### src/verilog/uar_pkg.sv
// Constants and register layout for the serial port control and address recognition block.
package uar_pkg;
    // ----------------------------------------
    // Register map
    // ----------------------------------------
    localparam logic [7:0] UAR_CTRL_OFF = 8'h98;
    localparam logic [7:0] UAR_STADDR_OFF = 8'ha9;
    localparam logic [7:0] UAR_SMASK_OFF = 8'hb9;
    localparam logic [7:0] UAR_AUX_OFF = 8'hc0;
    localparam logic [7:0] UAR_IRQ_STAT_OFF = 8'hc1;
    localparam logic [7:0] UAR_IRQ_MASK_OFF = 8'hc2;
    localparam logic [7:0] UAR_RXDATA_OFF = 8'hc3;
    localparam logic [7:0] UAR_CTRL_RESET = 8'h00;
    localparam logic [7:0] UAR_ADDR_RESET = 8'h00;
    // ----------------------------------------
    // Control and auxiliary register fields
    // ----------------------------------------
    localparam int UAR_B7 = 7;
    localparam int UAR_MODE1 = 6;
    localparam int UAR_FILT = 5;
    localparam int UAR_RXEN = 4;
    localparam int UAR_TX9 = 3;
    localparam int UAR_RX9 = 2;
    localparam int UAR_TXDONE = 1;
    localparam int UAR_RXDONE = 0;
    localparam int UAR_AUX_SEL = 0;
    // Interrupt status bits.
    localparam int UAR_IRQ_RX = 0;
    localparam int UAR_IRQ_TX = 1;
    localparam int UAR_IRQ_FERR = 2;
    typedef enum logic [1:0] {
        UAR_MODE_SHIFT = 2'b00,
        UAR_MODE_8BIT = 2'b01,
        UAR_MODE_9FIX = 2'b10,
        UAR_MODE_9VAR = 2'b11
    } uar_mode_e;
endpackage
### src/verilog/uar_ctrl.sv
// Serial port control register, receive qualification and address recognition.
`timescale 1ns/1ps
`default_nettype none
module uar_ctrl (
    input wire logic sys_clk,
    input wire logic reset_n,
    input wire logic [7:0] reg_addr,
    input wire logic [7:0] reg_wdata,
    input wire logic reg_wr,
    input wire logic reg_rd,
    output logic [7:0] reg_rdata,
    input wire logic rx_frame_done,
    input wire logic [7:0] rx_data,
    input wire logic rx_bit9,
    input wire logic rx_stop_ok,
    input wire logic tx_start,
    input wire logic tx_stop_begin,
    output logic [1:0] mode_sel,
    output logic rx_enable,
    output logic tx_bit9,
    output logic irq
);
    import uar_pkg::*;

    logic [7:0] ctrl_reg, ctrl_next;
    logic ferr_reg, ferr_next;
    logic mode0_reg, mode0_next;
    logic sel_reg, sel_next;
    logic [7:0] staddr_reg, staddr_next;
    logic [7:0] smask_reg, smask_next;
    logic [7:0] rxd_reg, rxd_next;
    logic [2:0] ist_reg, ist_next;
    logic [2:0] imask_reg, imask_next;
    logic [7:0] rdata_reg, rdata_next;
    logic [1:0] mode;
    logic accept, addr_hit, rx_set, ferr_set;
    logic ctrl_wr, stat_rd;

    // ----------------------------------------
    // Address comparison
    // ----------------------------------------
    function automatic logic masked_eq(input logic [7:0] a, input logic [7:0] b, input logic [7:0] m);
        masked_eq = ((a ^ b) & m) == 8'h00;
    endfunction

    assign mode = {mode0_reg, ctrl_reg[UAR_MODE1]};
    // With address and mask both zero every byte matches, which is the reset behaviour
    // that lets plain software drivers work without touching the filter registers.
    assign addr_hit = masked_eq(rx_data, staddr_reg, smask_reg) ||
        masked_eq(rx_data, staddr_reg | smask_reg, staddr_reg | smask_reg);
    assign accept = rx_frame_done && ctrl_reg[UAR_RXEN];
    assign ctrl_wr = reg_wr && reg_addr == UAR_CTRL_OFF;
    assign stat_rd = reg_rd && reg_addr == UAR_IRQ_STAT_OFF;

    // ----------------------------------------
    // Receive qualification
    // ----------------------------------------
    always_comb begin
        rx_set = 1'b0;
        if (accept) begin
            if (mode == UAR_MODE_SHIFT || !ctrl_reg[UAR_FILT]) begin
                rx_set = 1'b1;
            end else if (mode == UAR_MODE_8BIT) begin
                rx_set = rx_stop_ok && addr_hit;
            end else begin
                rx_set = rx_bit9 && addr_hit;
            end
        end
    end
    // A shift-register frame has no stop bit, so it can never be a framing error.
    assign ferr_set = accept && mode != UAR_MODE_SHIFT && !rx_stop_ok;

    // ----------------------------------------
    // Configuration registers
    // ----------------------------------------
    always_comb begin
        staddr_next = staddr_reg;
        smask_next = smask_reg;
        sel_next = sel_reg;
        imask_next = imask_reg;
        if (reg_wr) begin
            if (reg_addr == UAR_STADDR_OFF) begin
                staddr_next = reg_wdata;
            end else if (reg_addr == UAR_SMASK_OFF) begin
                smask_next = reg_wdata;
            end else if (reg_addr == UAR_AUX_OFF) begin
                sel_next = reg_wdata[UAR_AUX_SEL];
            end else if (reg_addr == UAR_IRQ_MASK_OFF) begin
                imask_next = reg_wdata[2:0];
            end
        end
    end

    always_ff @(posedge sys_clk or negedge reset_n) begin
        if (!reset_n) begin
            staddr_reg <= UAR_ADDR_RESET;
            smask_reg <= UAR_ADDR_RESET;
            sel_reg <= 1'b0;
            imask_reg <= 3'h0;
        end else begin
            staddr_reg <= staddr_next;
            smask_reg <= smask_next;
            sel_reg <= sel_next;
            imask_reg <= imask_next;
        end
    end

    // ----------------------------------------
    // Control, flags and received byte
    // ----------------------------------------
    always_comb begin
        ctrl_next = ctrl_reg;
        ferr_next = ferr_reg;
        mode0_next = mode0_reg;
        rxd_next = rxd_reg;
        ist_next = ist_reg;
        if (ctrl_wr) begin
            ctrl_next = reg_wdata;
            // Bit 7 has one storage place per function, so switching the select
            // never turns a stored mode bit into a false framing error.
            if (sel_reg) begin
                ferr_next = reg_wdata[UAR_B7];
            end else begin
                mode0_next = reg_wdata[UAR_B7];
            end
        end
        if (stat_rd) begin
            ist_next = 3'h0;
        end
        // Hardware events are applied last so a set wins over a same-cycle clear.
        if (accept) begin
            rxd_next = rx_data;
            ctrl_next[UAR_RX9] = (mode == UAR_MODE_8BIT) ? rx_stop_ok : rx_bit9;
        end
        if (rx_set) begin
            ctrl_next[UAR_RXDONE] = 1'b1;
            ist_next[UAR_IRQ_RX] = 1'b1;
        end
        if (tx_stop_begin) begin
            ctrl_next[UAR_TXDONE] = 1'b1;
            ist_next[UAR_IRQ_TX] = 1'b1;
        end
        if (ferr_set) begin
            ferr_next = 1'b1;
            ist_next[UAR_IRQ_FERR] = 1'b1;
        end
    end

    always_ff @(posedge sys_clk or negedge reset_n) begin
        if (!reset_n) begin
            ctrl_reg <= UAR_CTRL_RESET;
            ferr_reg <= 1'b0;
            mode0_reg <= 1'b0;
            rxd_reg <= 8'h00;
            ist_reg <= 3'h0;
        end else begin
            ctrl_reg <= ctrl_next;
            ferr_reg <= ferr_next;
            mode0_reg <= mode0_next;
            rxd_reg <= rxd_next;
            ist_reg <= ist_next;
        end
    end

    // ----------------------------------------
    // Read data
    // ----------------------------------------
    // Read data is zero outside the answer cycle, so a stale value is never mistaken for a reply.
    always_comb begin
        rdata_next = 8'h00;
        if (reg_rd) begin
            if (reg_addr == UAR_CTRL_OFF) begin
                rdata_next = ctrl_reg;
                rdata_next[UAR_B7] = sel_reg ? ferr_reg : mode0_reg;
            end else if (reg_addr == UAR_STADDR_OFF) begin
                rdata_next = staddr_reg;
            end else if (reg_addr == UAR_SMASK_OFF) begin
                rdata_next = smask_reg;
            end else if (reg_addr == UAR_AUX_OFF) begin
                rdata_next = {7'h00, sel_reg};
            end else if (reg_addr == UAR_IRQ_STAT_OFF) begin
                rdata_next = {5'h00, ist_reg};
            end else if (reg_addr == UAR_IRQ_MASK_OFF) begin
                rdata_next = {5'h00, imask_reg};
            end else if (reg_addr == UAR_RXDATA_OFF) begin
                rdata_next = rxd_reg;
            end
        end
    end

    always_ff @(posedge sys_clk or negedge reset_n) begin
        if (!reset_n) begin
            rdata_reg <= 8'h00;
        end else begin
            rdata_reg <= rdata_next;
        end
    end

    // ----------------------------------------
    // Outputs
    // ----------------------------------------
    assign reg_rdata = rdata_reg;
    assign mode_sel = mode;
    assign rx_enable = ctrl_reg[UAR_RXEN];
    // The transmitter is outside this block; it only ever sees the stored ninth bit.
    assign tx_bit9 = ctrl_reg[UAR_TX9];
    assign irq = |(ist_reg & imask_reg);

    // ----------------------------------------
    // Receive checks
    // ----------------------------------------
    rx_flag_filter_a: assert property (@(posedge sys_clk) disable iff (!reset_n)
        accept && ctrl_reg[UAR_FILT] && mode[1] && !rx_bit9 && !ctrl_reg[UAR_RXDONE] && !ctrl_wr
        |=> !ctrl_reg[UAR_RXDONE]) else $error("Receive flag set for data frame under filtering.");
    rx_match_set_a: assert property (@(posedge sys_clk) disable iff (!reset_n)
        accept && ctrl_reg[UAR_FILT] && mode[1] && rx_bit9 && rx_data == 8'hff
        |=> ctrl_reg[UAR_RXDONE]) else $error("Receive flag missed for broadcast address.");
    rx_flag_open_a: assert property (@(posedge sys_clk) disable iff (!reset_n)
        accept && !ctrl_reg[UAR_FILT]
        |=> ctrl_reg[UAR_RXDONE]) else $error("Receive flag missed with filter off.");
    rx_8bit_stop_a: assert property (@(posedge sys_clk) disable iff (!reset_n)
        accept && ctrl_reg[UAR_FILT] && mode == UAR_MODE_8BIT && !rx_stop_ok && !ctrl_reg[UAR_RXDONE] && !ctrl_wr
        |=> !ctrl_reg[UAR_RXDONE]) else $error("Receive flag set without stop bit.");
    rx_8bit_hit_a: assert property (@(posedge sys_clk) disable iff (!reset_n)
        accept && ctrl_reg[UAR_FILT] && mode == UAR_MODE_8BIT && rx_stop_ok && rx_data == staddr_reg
        |=> ctrl_reg[UAR_RXDONE]) else $error("Receive flag missed for own address.");
    rx_shift_mode_a: assert property (@(posedge sys_clk) disable iff (!reset_n)
        accept && mode == UAR_MODE_SHIFT
        |=> ctrl_reg[UAR_RXDONE]) else $error("Receive flag missed in shift mode.");
    rx_disabled_a: assert property (@(posedge sys_clk) disable iff (!reset_n)
        !ctrl_reg[UAR_RXEN]
        |=> $stable(rxd_reg)) else $error("Received data changed while disabled.");
    rx_data_cap_a: assert property (@(posedge sys_clk) disable iff (!reset_n)
        accept
        |=> rxd_reg == $past(rx_data)) else $error("Received byte not captured.");
    given_hit_a: assert property (@(posedge sys_clk) disable iff (!reset_n)
        rx_data == staddr_reg
        |-> addr_hit) else $error("Own station address not matched.");
    bcast_hit_a: assert property (@(posedge sys_clk) disable iff (!reset_n)
        rx_data == 8'hff
        |-> addr_hit) else $error("Broadcast address not matched.");

    // ----------------------------------------
    // Flag and register checks
    // ----------------------------------------
    fe_sticky_a: assert property (@(posedge sys_clk) disable iff (!reset_n)
        ferr_reg && !ctrl_wr
        |=> ferr_reg) else $error("Framing error cleared by hardware.");
    fe_set_a: assert property (@(posedge sys_clk) disable iff (!reset_n)
        ferr_set
        |=> ferr_reg) else $error("Framing error not recorded.");
    mode_write_a: assert property (@(posedge sys_clk) disable iff (!reset_n)
        ctrl_wr && !sel_reg && reg_wdata[UAR_B7]
        |=> mode_sel[1]) else $error("Mode bit zero not written.");
    mode_keep_a: assert property (@(posedge sys_clk) disable iff (!reset_n)
        ctrl_wr && sel_reg
        |=> $stable(mode_sel)) else $error("Mode changed by error flag write.");
    tx_flag_a: assert property (@(posedge sys_clk) disable iff (!reset_n)
        tx_stop_begin
        |=> ctrl_reg[UAR_TXDONE]) else $error("Transmit flag not set.");
    tx_ninth_a: assert property (@(posedge sys_clk) disable iff (!reset_n)
        ctrl_wr && reg_wdata[UAR_TX9]
        |=> tx_bit9) else $error("Ninth transmit bit not set.");
    tx_ninth_clr_a: assert property (@(posedge sys_clk) disable iff (!reset_n)
        ctrl_wr && !reg_wdata[UAR_TX9]
        |=> !tx_bit9) else $error("Ninth transmit bit not cleared.");
    irq_out_a: assert property (@(posedge sys_clk) disable iff (!reset_n)
        rx_set && imask_reg[UAR_IRQ_RX]
        |=> irq) else $error("Interrupt output missed.");
    irq_clear_a: assert property (@(posedge sys_clk) disable iff (!reset_n)
        stat_rd && !rx_set && !tx_stop_begin && !ferr_set
        |=> !irq) else $error("Status read did not clear interrupt.");
    rdata_idle_a: assert property (@(posedge sys_clk) disable iff (!reset_n)
        !reg_rd
        |=> reg_rdata == 8'h00) else $error("Read data outside answer cycle.");
endmodule
`default_nettype wire

### config.mk
export PLATFORM = sky130hd
export DESIGN_NAME = uar_ctrl
export DESIGN_NICKNAME = d
export VERILOG_FILES = /design/src/verilog/uar_pkg.sv /design/src/verilog/uar_ctrl.sv
export SDC_FILE = /design/constraint.sdc
export NUM_CORES = 1
export LEC_CHECK = 0
export ABC_AREA = 1
export BUFFER_PORTS_ARGS = -buffer_cell sky130_fd_sc_hd__clkbuf_2
export CAP_MARGIN = 40
export CORE_AREA = 2 2 73 75
export DETAILED_ROUTE_END_ITERATION = 6
export DIE_AREA = 0 0 75 77
export PLACE_DENSITY_LB_ADDON = 0.1
export SETUP_SLACK_MARGIN = 0.3
export SLEW_MARGIN = 20
export SYNTH_ARGS = -nofsm -noshare
export SYNTH_HDL_FRONTEND = slang
export SYNTH_SLANG_ARGS = --single-unit
### constraint.sdc
create_clock -name sys_clk -period 1.3 [get_ports sys_clk]
set_input_delay 0.26 -clock sys_clk [delete_from_list [all_inputs] [get_ports sys_clk]]
set_output_delay 0.26 -clock sys_clk [all_outputs]
set_load 0.02 [all_outputs]
==> metrics.yaml, run 1 <==
min_path_type: "input port to flip-flop"
via_per_inst: 5.466
synthAdderAreaFrac_pct: 0
syn_avg_cell_area_um2: 8.098
synth_common_cells: "90 x nand2_1, 48 x dfrtp_1, 32 x o21ai_0"
power.share.sequential_pct: 51.2
tritoncts: "done"
setup_slack_ps: 3.742
tns_ps: 0
netlist_instances: 322
crit_arrival_ps: 1490
diodes: 0
drive_gt1_share_pct: 51.31
met1_usage_pct: 38.59
synthArstFlopShare_pct: 100.0
synth_area_um2: 2608
p_switching_mw: 1.012
crit_path_end_kind: "flip-flop"
path_max_fanout: 4
core_area_um2: 4977
hpwlAfterDp_um: 4713
drtIter0Drc: 179
yosys.area.top_type_share_pct: 46.07
fp.dieH_um: 77
syn_to_final_growth_pct: 54.75
crit_required_ps: 1490
use_met2_pct: 38.51
cp_cell_sequence: "xor2_1, nand2_1, nand2_1, nor2_1, nand2_1, nand2_2, nand2_2, nand3_1"
finalHoldViolations: 0
ys.flop_type: "dfrtp_1"
dr.pass1.iters: 5
cts_root_buf: "clkbuf_8"
final_util_pct: 81.07
internal_power_mw: 2.417
cpPeakStageDelay_ps: 500
htreeDepth: 2
p_per_area_nw_per_um2: 849.7
power_frac_comb_pct: 21.3
critPathKind: "flip-flop to flip-flop"
io_buffer_count: 44
grt.total_usage_pct: 25.44
clk_path_buf_depth: 2
yosysSeqAreaShare_pct: 46.07
use_met3_pct: 4.205
cp_slowest_cell: "dfrtp_1"
maxCapViolCount: 0
finalSetupViolCount: 0
crit_top_cell: "nand2_1"
p_sw_share_pct: 29.51
grt_max_degree: 49
max_freq_mhz: 771.5
yosysMostFrequentCell: "nand2_1"
power_mw: 3.429
gr-max-usage-layer: "met1"
clkPwrFrac_pct: 27.5
clock_latency_ps: 300
synthTopCellsByArea: "dfrtp_1 46%, nand2_1 13%, o21ai_0 6.1%"
row_count: 26
cts.clk_slew.worst_paths_ps: 90
holdWs_ps: 181.3
worstMarginPinSlew_ps: 281.9
numCtsBuffers: 5
drt_wl_total_um: 7948
synth-xor-area-share_pct: 1.008
synth_compound_area_share_pct: 16.99
cts.sinks: 48
ys_ff_latch: 48
ir_worst_vdd_mv: 0.7569
clock_skew_ps: 7.759
syn_nets: 355
synth_simple_gate_area_share_pct: 27.74
synth_warnings: 0
die_x_um: 75
nNetsFinal: 451
yosys.area.top_type: "dfrtp_1"
vias: 2673
period_share_pct: 99.71
power_leakage_nw: 1.928
synth_edf_count: 0
grt_pass1_vias: 2269
remaining_drc_errors: 0
ant_nets: 0
muxShareOfSynthArea_pct: 0.3839
start_util_pct: 52.39
synth_cell_types: 35
die-area_um2: 5775
status: "complete, no violations"
synth_top_family_by_area: "simple AND/OR/NAND/NOR gates"
maxSlewHeadroom_pct: 81.01
ios: 46
grt_antenna_before_repair: 0
grt-ovfl-total: 0
place.gp.congestion: 0.8852
grt_pass1_wl_um: 11240
pre_cts_ws_ps: -110.4
slew_viol_final: 0
period_needed_ps: 1296
rsz0062_at_grt: "yes"
start_kind: "flip-flop"
wl_per_cell_um: 16.25
-- what timing repair did --
item / CTS / global route
gates cloned: 1 / 2
hold buffers: 1 / 0
pin swaps: 7 / 24
endpoints found under the hold margin: 48 / 0
resized for setup: 39 / 128
buffers inserted: 17 / 20
setup endpoints to repair: 53 / 55
-- cell families after synthesis --
kind of cell,Yosys count
flip-flops,48
buffers and inverters,41
AO/OA/AOI/OAI,71
multiplexers,1
AND/OR/NAND/NOR,158
XOR/XNOR,3
-- critical path, delay by kind of cell, from the launching register on --
| kind | cells | cell delay (ps) |
|---|---|---|
| flip-flops | 1 | 500 |
| AND/OR/NAND/NOR | 7 | 450 |
| XOR/XNOR | 1 | 230 |
-- final cells by class --
class	instances	area (um^2)
Sequential cell	48	1202
Tap cell	70	87.58
Inverter	33	185.2
Clock inverter	2	13.76
Fill cell	334	942.2
Clock buffer	6	82.58
Timing Repair Buffer	94	829.5
Multi-Input combinational cell	236	1634
-- through the flow --
stage,area (um^2),cells
floorplan,2725,322
global placement,3069,440
detailed placement,3069,440
CTS,3488,467
global route,4035,489
finish,4035,489
-- power by group through the flow --
stage / Clock [mW] / Sequential [mW] / Combinational, mW
finish: 0.943 / 1.76 / 0.730
CTS: 0.952 / 1.73 / 0.561
global route: 1.04 / 1.77 / 0.789
detailed placement: 0 / 1.77 / 0.470
global placement: 0 / 1.76 / 0.462
floorplan: 0 / 1.74 / 0.289
-- layer usage --
layer  share of wire, %  up-vias
met5                  0        -
met4                1.7        0
met3                6.0       16
met2                 50       99
met1                 42     1301
li1                   -     1257
-- final timing paths --
path / to / slack (ps) / cells past startpoint / from
worst min-delay path: ist_reg[1] / 180 / 2 / tx_stop_begin
worst max register to register: ctrl_reg[0] / 4 / 8 / staddr_reg[3]
worst max-delay path: ctrl_reg[0] / 4 / 8 / staddr_reg[3]
max in group asynchronous: ctrl_reg[4] / 590 / 3 / reset_n
worst min register to register: rxd_reg[2] / 500 / 2 / rxd_reg[2]
min in group asynchronous: reg_rdata[3] / 470 / 3 / reset_n
-- cells in the final DEF (no fill, tap or decap), drive strengths merged --
cell type,instances
a21o,2
a21oi,7
a31oi,1
a41oi,5
buf,64
clkbuf,35
clkinv,2
dfrtp,48
dlygate4sd3,1
inv,33
mux2i,1
nand2,101
nand3,25
nand4,1
nor2,29
nor3,2
o21ai,53
o21bai,2
o22ai,1
or2,3
xor2,3
Note: power is estimated with default switching activity, not from simulation.
==> run 2: changes to the inputs <==
--- a/config.mk
+++ b/config.mk
@@ -8,12 +8,13 @@
 export ABC_AREA = 1
 export BUFFER_PORTS_ARGS = -buffer_cell sky130_fd_sc_hd__clkbuf_2
 export CAP_MARGIN = 40
-export CORE_AREA = 2 2 73 75
+export CORE_AREA = 2 2 90 92
 export DETAILED_ROUTE_END_ITERATION = 6
-export DIE_AREA = 0 0 75 77
+export DIE_AREA = 0 0 92 94
 export PLACE_DENSITY_LB_ADDON = 0.1
 export SETUP_SLACK_MARGIN = 0.3
 export SLEW_MARGIN = 20
 export SYNTH_ARGS = -nofsm -noshare
 export SYNTH_HDL_FRONTEND = slang
 export SYNTH_SLANG_ARGS = --single-unit
+export TNS_END_PERCENT = 5
==> run 2 against run 1 <==
  * Routed wire length down 12%
  * Final area shrank 14%
  * Sequential share of layout area rose by 4.8 points
  * Core utilization fell by 35 points
  * Largest power group unchanged
==> metrics.yaml, run 2 (synthesized netlist as in run 1, its figures left out) <==
grt_max_degree: 49  # unchanged
vias: 2381  # -11%
fp.dieH_um: 94  # +22%
remaining_drc_errors: 0  # unchanged
dr.pass1.iters: 4  # -1
die-area_um2: 8648  # +50%
start_util_pct: 34.28  # -18 points
ios: 46  # unchanged
htreeDepth: 2  # unchanged
hold_depth: 2  # unchanged
slew_viol_final: 0  # unchanged
crit_arrival_ps: 990  # -500 ps
clk_path_buf_depth: 2  # unchanged
finalHoldViolations: 0  # unchanged
ir_worst_vdd_mv: 0.4720  # -38%
maxSlewHeadroom_pct: 80.90  # -0.11 points
io_buffer_count: 44  # unchanged
core_area_um2: 7607  # +53%
syn_to_final_growth_pct: 33.49
fin_area_um2: 3481  # -14%
nNetsFinal: 438  # -2.9%
grt-ovfl-total: 0  # unchanged
diodes: 0  # unchanged
max_freq_mhz: 799.3  # +3.6%
numCtsBuffers: 5  # unchanged
worstMarginPinSlew_ps: 283.5  # +1.570 ps
cts.clk_slew.worst_paths_ps: 90  # about the same
wl_per_cell_um: 13.80  # -15%
crit_required_ps: 1040  # -450 ps
grt_pass1_wl_um: 11670  # +3.9%
hpwlAfterDp_um: 5143  # +9.1%
period_needed_ps: 1251  # -45.11 ps
final_cell_mix: "83 x nand2_1, 45 x dfrtp_1, 43 x clkbuf_2, 34 x buf_4, 27 x o21ai_0"
cts.sinks: 48  # unchanged
place_area_um2: 3172  # +3.3%
ant_nets: 0  # unchanged
r2r-start: "staddr_reg[6]"
reg2reg_slack_ps: 100  # +100 ps
die_x_um: 92  # +23%
status: "complete, no violations"
maxCapViolCount: 0  # unchanged
clock_latency_ps: 310  # about the same
final_common_cell: "nand2_1"
row_count: 32  # +23%
tns_ps: 0  # unchanged
r2r_end: "ctrl_reg[0]"
min_path_type: "input port to flip-flop"
crit_path_end_kind: "primary output"
drtIter0Drc: 88  # -51%
worstHoldStart: "tx_stop_begin"
drive_gt1_share_pct: 38.18  # -13 points
rsz0062_at_grt: "yes"
cts_root_buf: "clkbuf_8"
drt_wl_total_um: 7012  # -12%
period_share_pct: 96.24  # -3.5 points
via_per_inst: 4.687  # -14%
start_kind: "flip-flop"
place.gp.congestion: 0.8048  # -9.1%
critPathKind: "flip-flop to primary output"
grt.total_usage_pct: 17.47  # -8.0 points
tritoncts: "done"
p_per_area_nw_per_um2: 983.9  # +16%
finalSetupViolCount: 0  # unchanged
min_to: "ist_reg[1]"
rr_worst_depth: 8  # unchanged
clock_skew_ps: 8.604  # +0.8457 ps
grt_antenna_before_repair: 0  # unchanged
path_max_fanout: 5  # +1
power_leakage_nw: 1.751  # -9.2%
grt_pass1_vias: 2352  # +3.7%
-- run 2: cell types whose count changed in the layout (fill, tap and decap cells not counted), sizes merged --
cell      delta
nand2        -3
clkbuf      +13
buf         -24
bufinv       +1
inv          -1
clkinvlp     +1
-- run 2: per-layer routing --
layer | global-route usage [%] | part of all wire [%]
met5 | 0 | 0
met4 | 4.104 | 0.93
met3 | 3.050 | 3.0
met2 | 29.53 | 47
met1 | 23.45 | 49
-- run 2: worst max-delay path, stage by stage, from the launching register on --
cell and delay (ps):
dfrtp_1 390, buf_4 150, clkbuf_2 150
-- run 2: cell type report --
cell class              count  area (um^2)
repair buffers             84        574.3
well taps                 102        127.6
inverters                  33        171.4
multi-input cells         233         1291
clock inverters             3        42.54
fillers                   792         4126
clock buffers               5        68.82
flip-flops and latches     48         1205
-- run 2: worst max-delay path by stage --
stage,cells after the start,slack (ps),start,end
floorplan,9,140,reg_addr[5],ctrl_reg[1]
finish,2,50,mode0_reg,mode_sel[1]
global route,3,9,ist_reg[1],irq
CTS,3,30,ist_reg[0],irq
global placement,8,-160,reg_addr[5],staddr_reg[2]
detailed placement,8,-150,reg_addr[5],staddr_reg[2]
-- run 2: through the flow --
| stage | power (mW) | hold slack (ps) | util [%] | instances | setup WS (ps) |
|---|---|---|---|---|---|
| detailed placement | 2.254 | 273.4 | 41.69 | 484 | -152.3 |
| floorplan | 2.017 | -35.59 | - | 322 | 135.8 |
| CTS | 3.389 | 161.2 | 44.24 | 499 | 28.42 |
| global placement | 2.245 | 277.8 | 41.69 | 484 | -161.4 |
| finish | 3.425 | 163.6 | 45.76 | 508 | 48.85 |
| global route | 3.577 | 160.9 | 45.76 | 508 | 8.697 |
-- run 2: where the power goes --
group / total [mW] / internal (mW) / leakage (nW) / switching [mW]
clock network: 1.10 / 0.570 / 0.0541 / 0.534
logic: 0.582 / 0.270 / 1.07 / 0.312
registers: 1.74 / 1.64 / 0.629 / 0.103
-- run 2: timing repair --
action	CTS	global route
gates resized for setup	11	19
pin swaps	9	12
endpoints found under the setup margin	56	59
buffers inserted	6	9
hold buffers	1	0
hold endpoints to repair	48	0
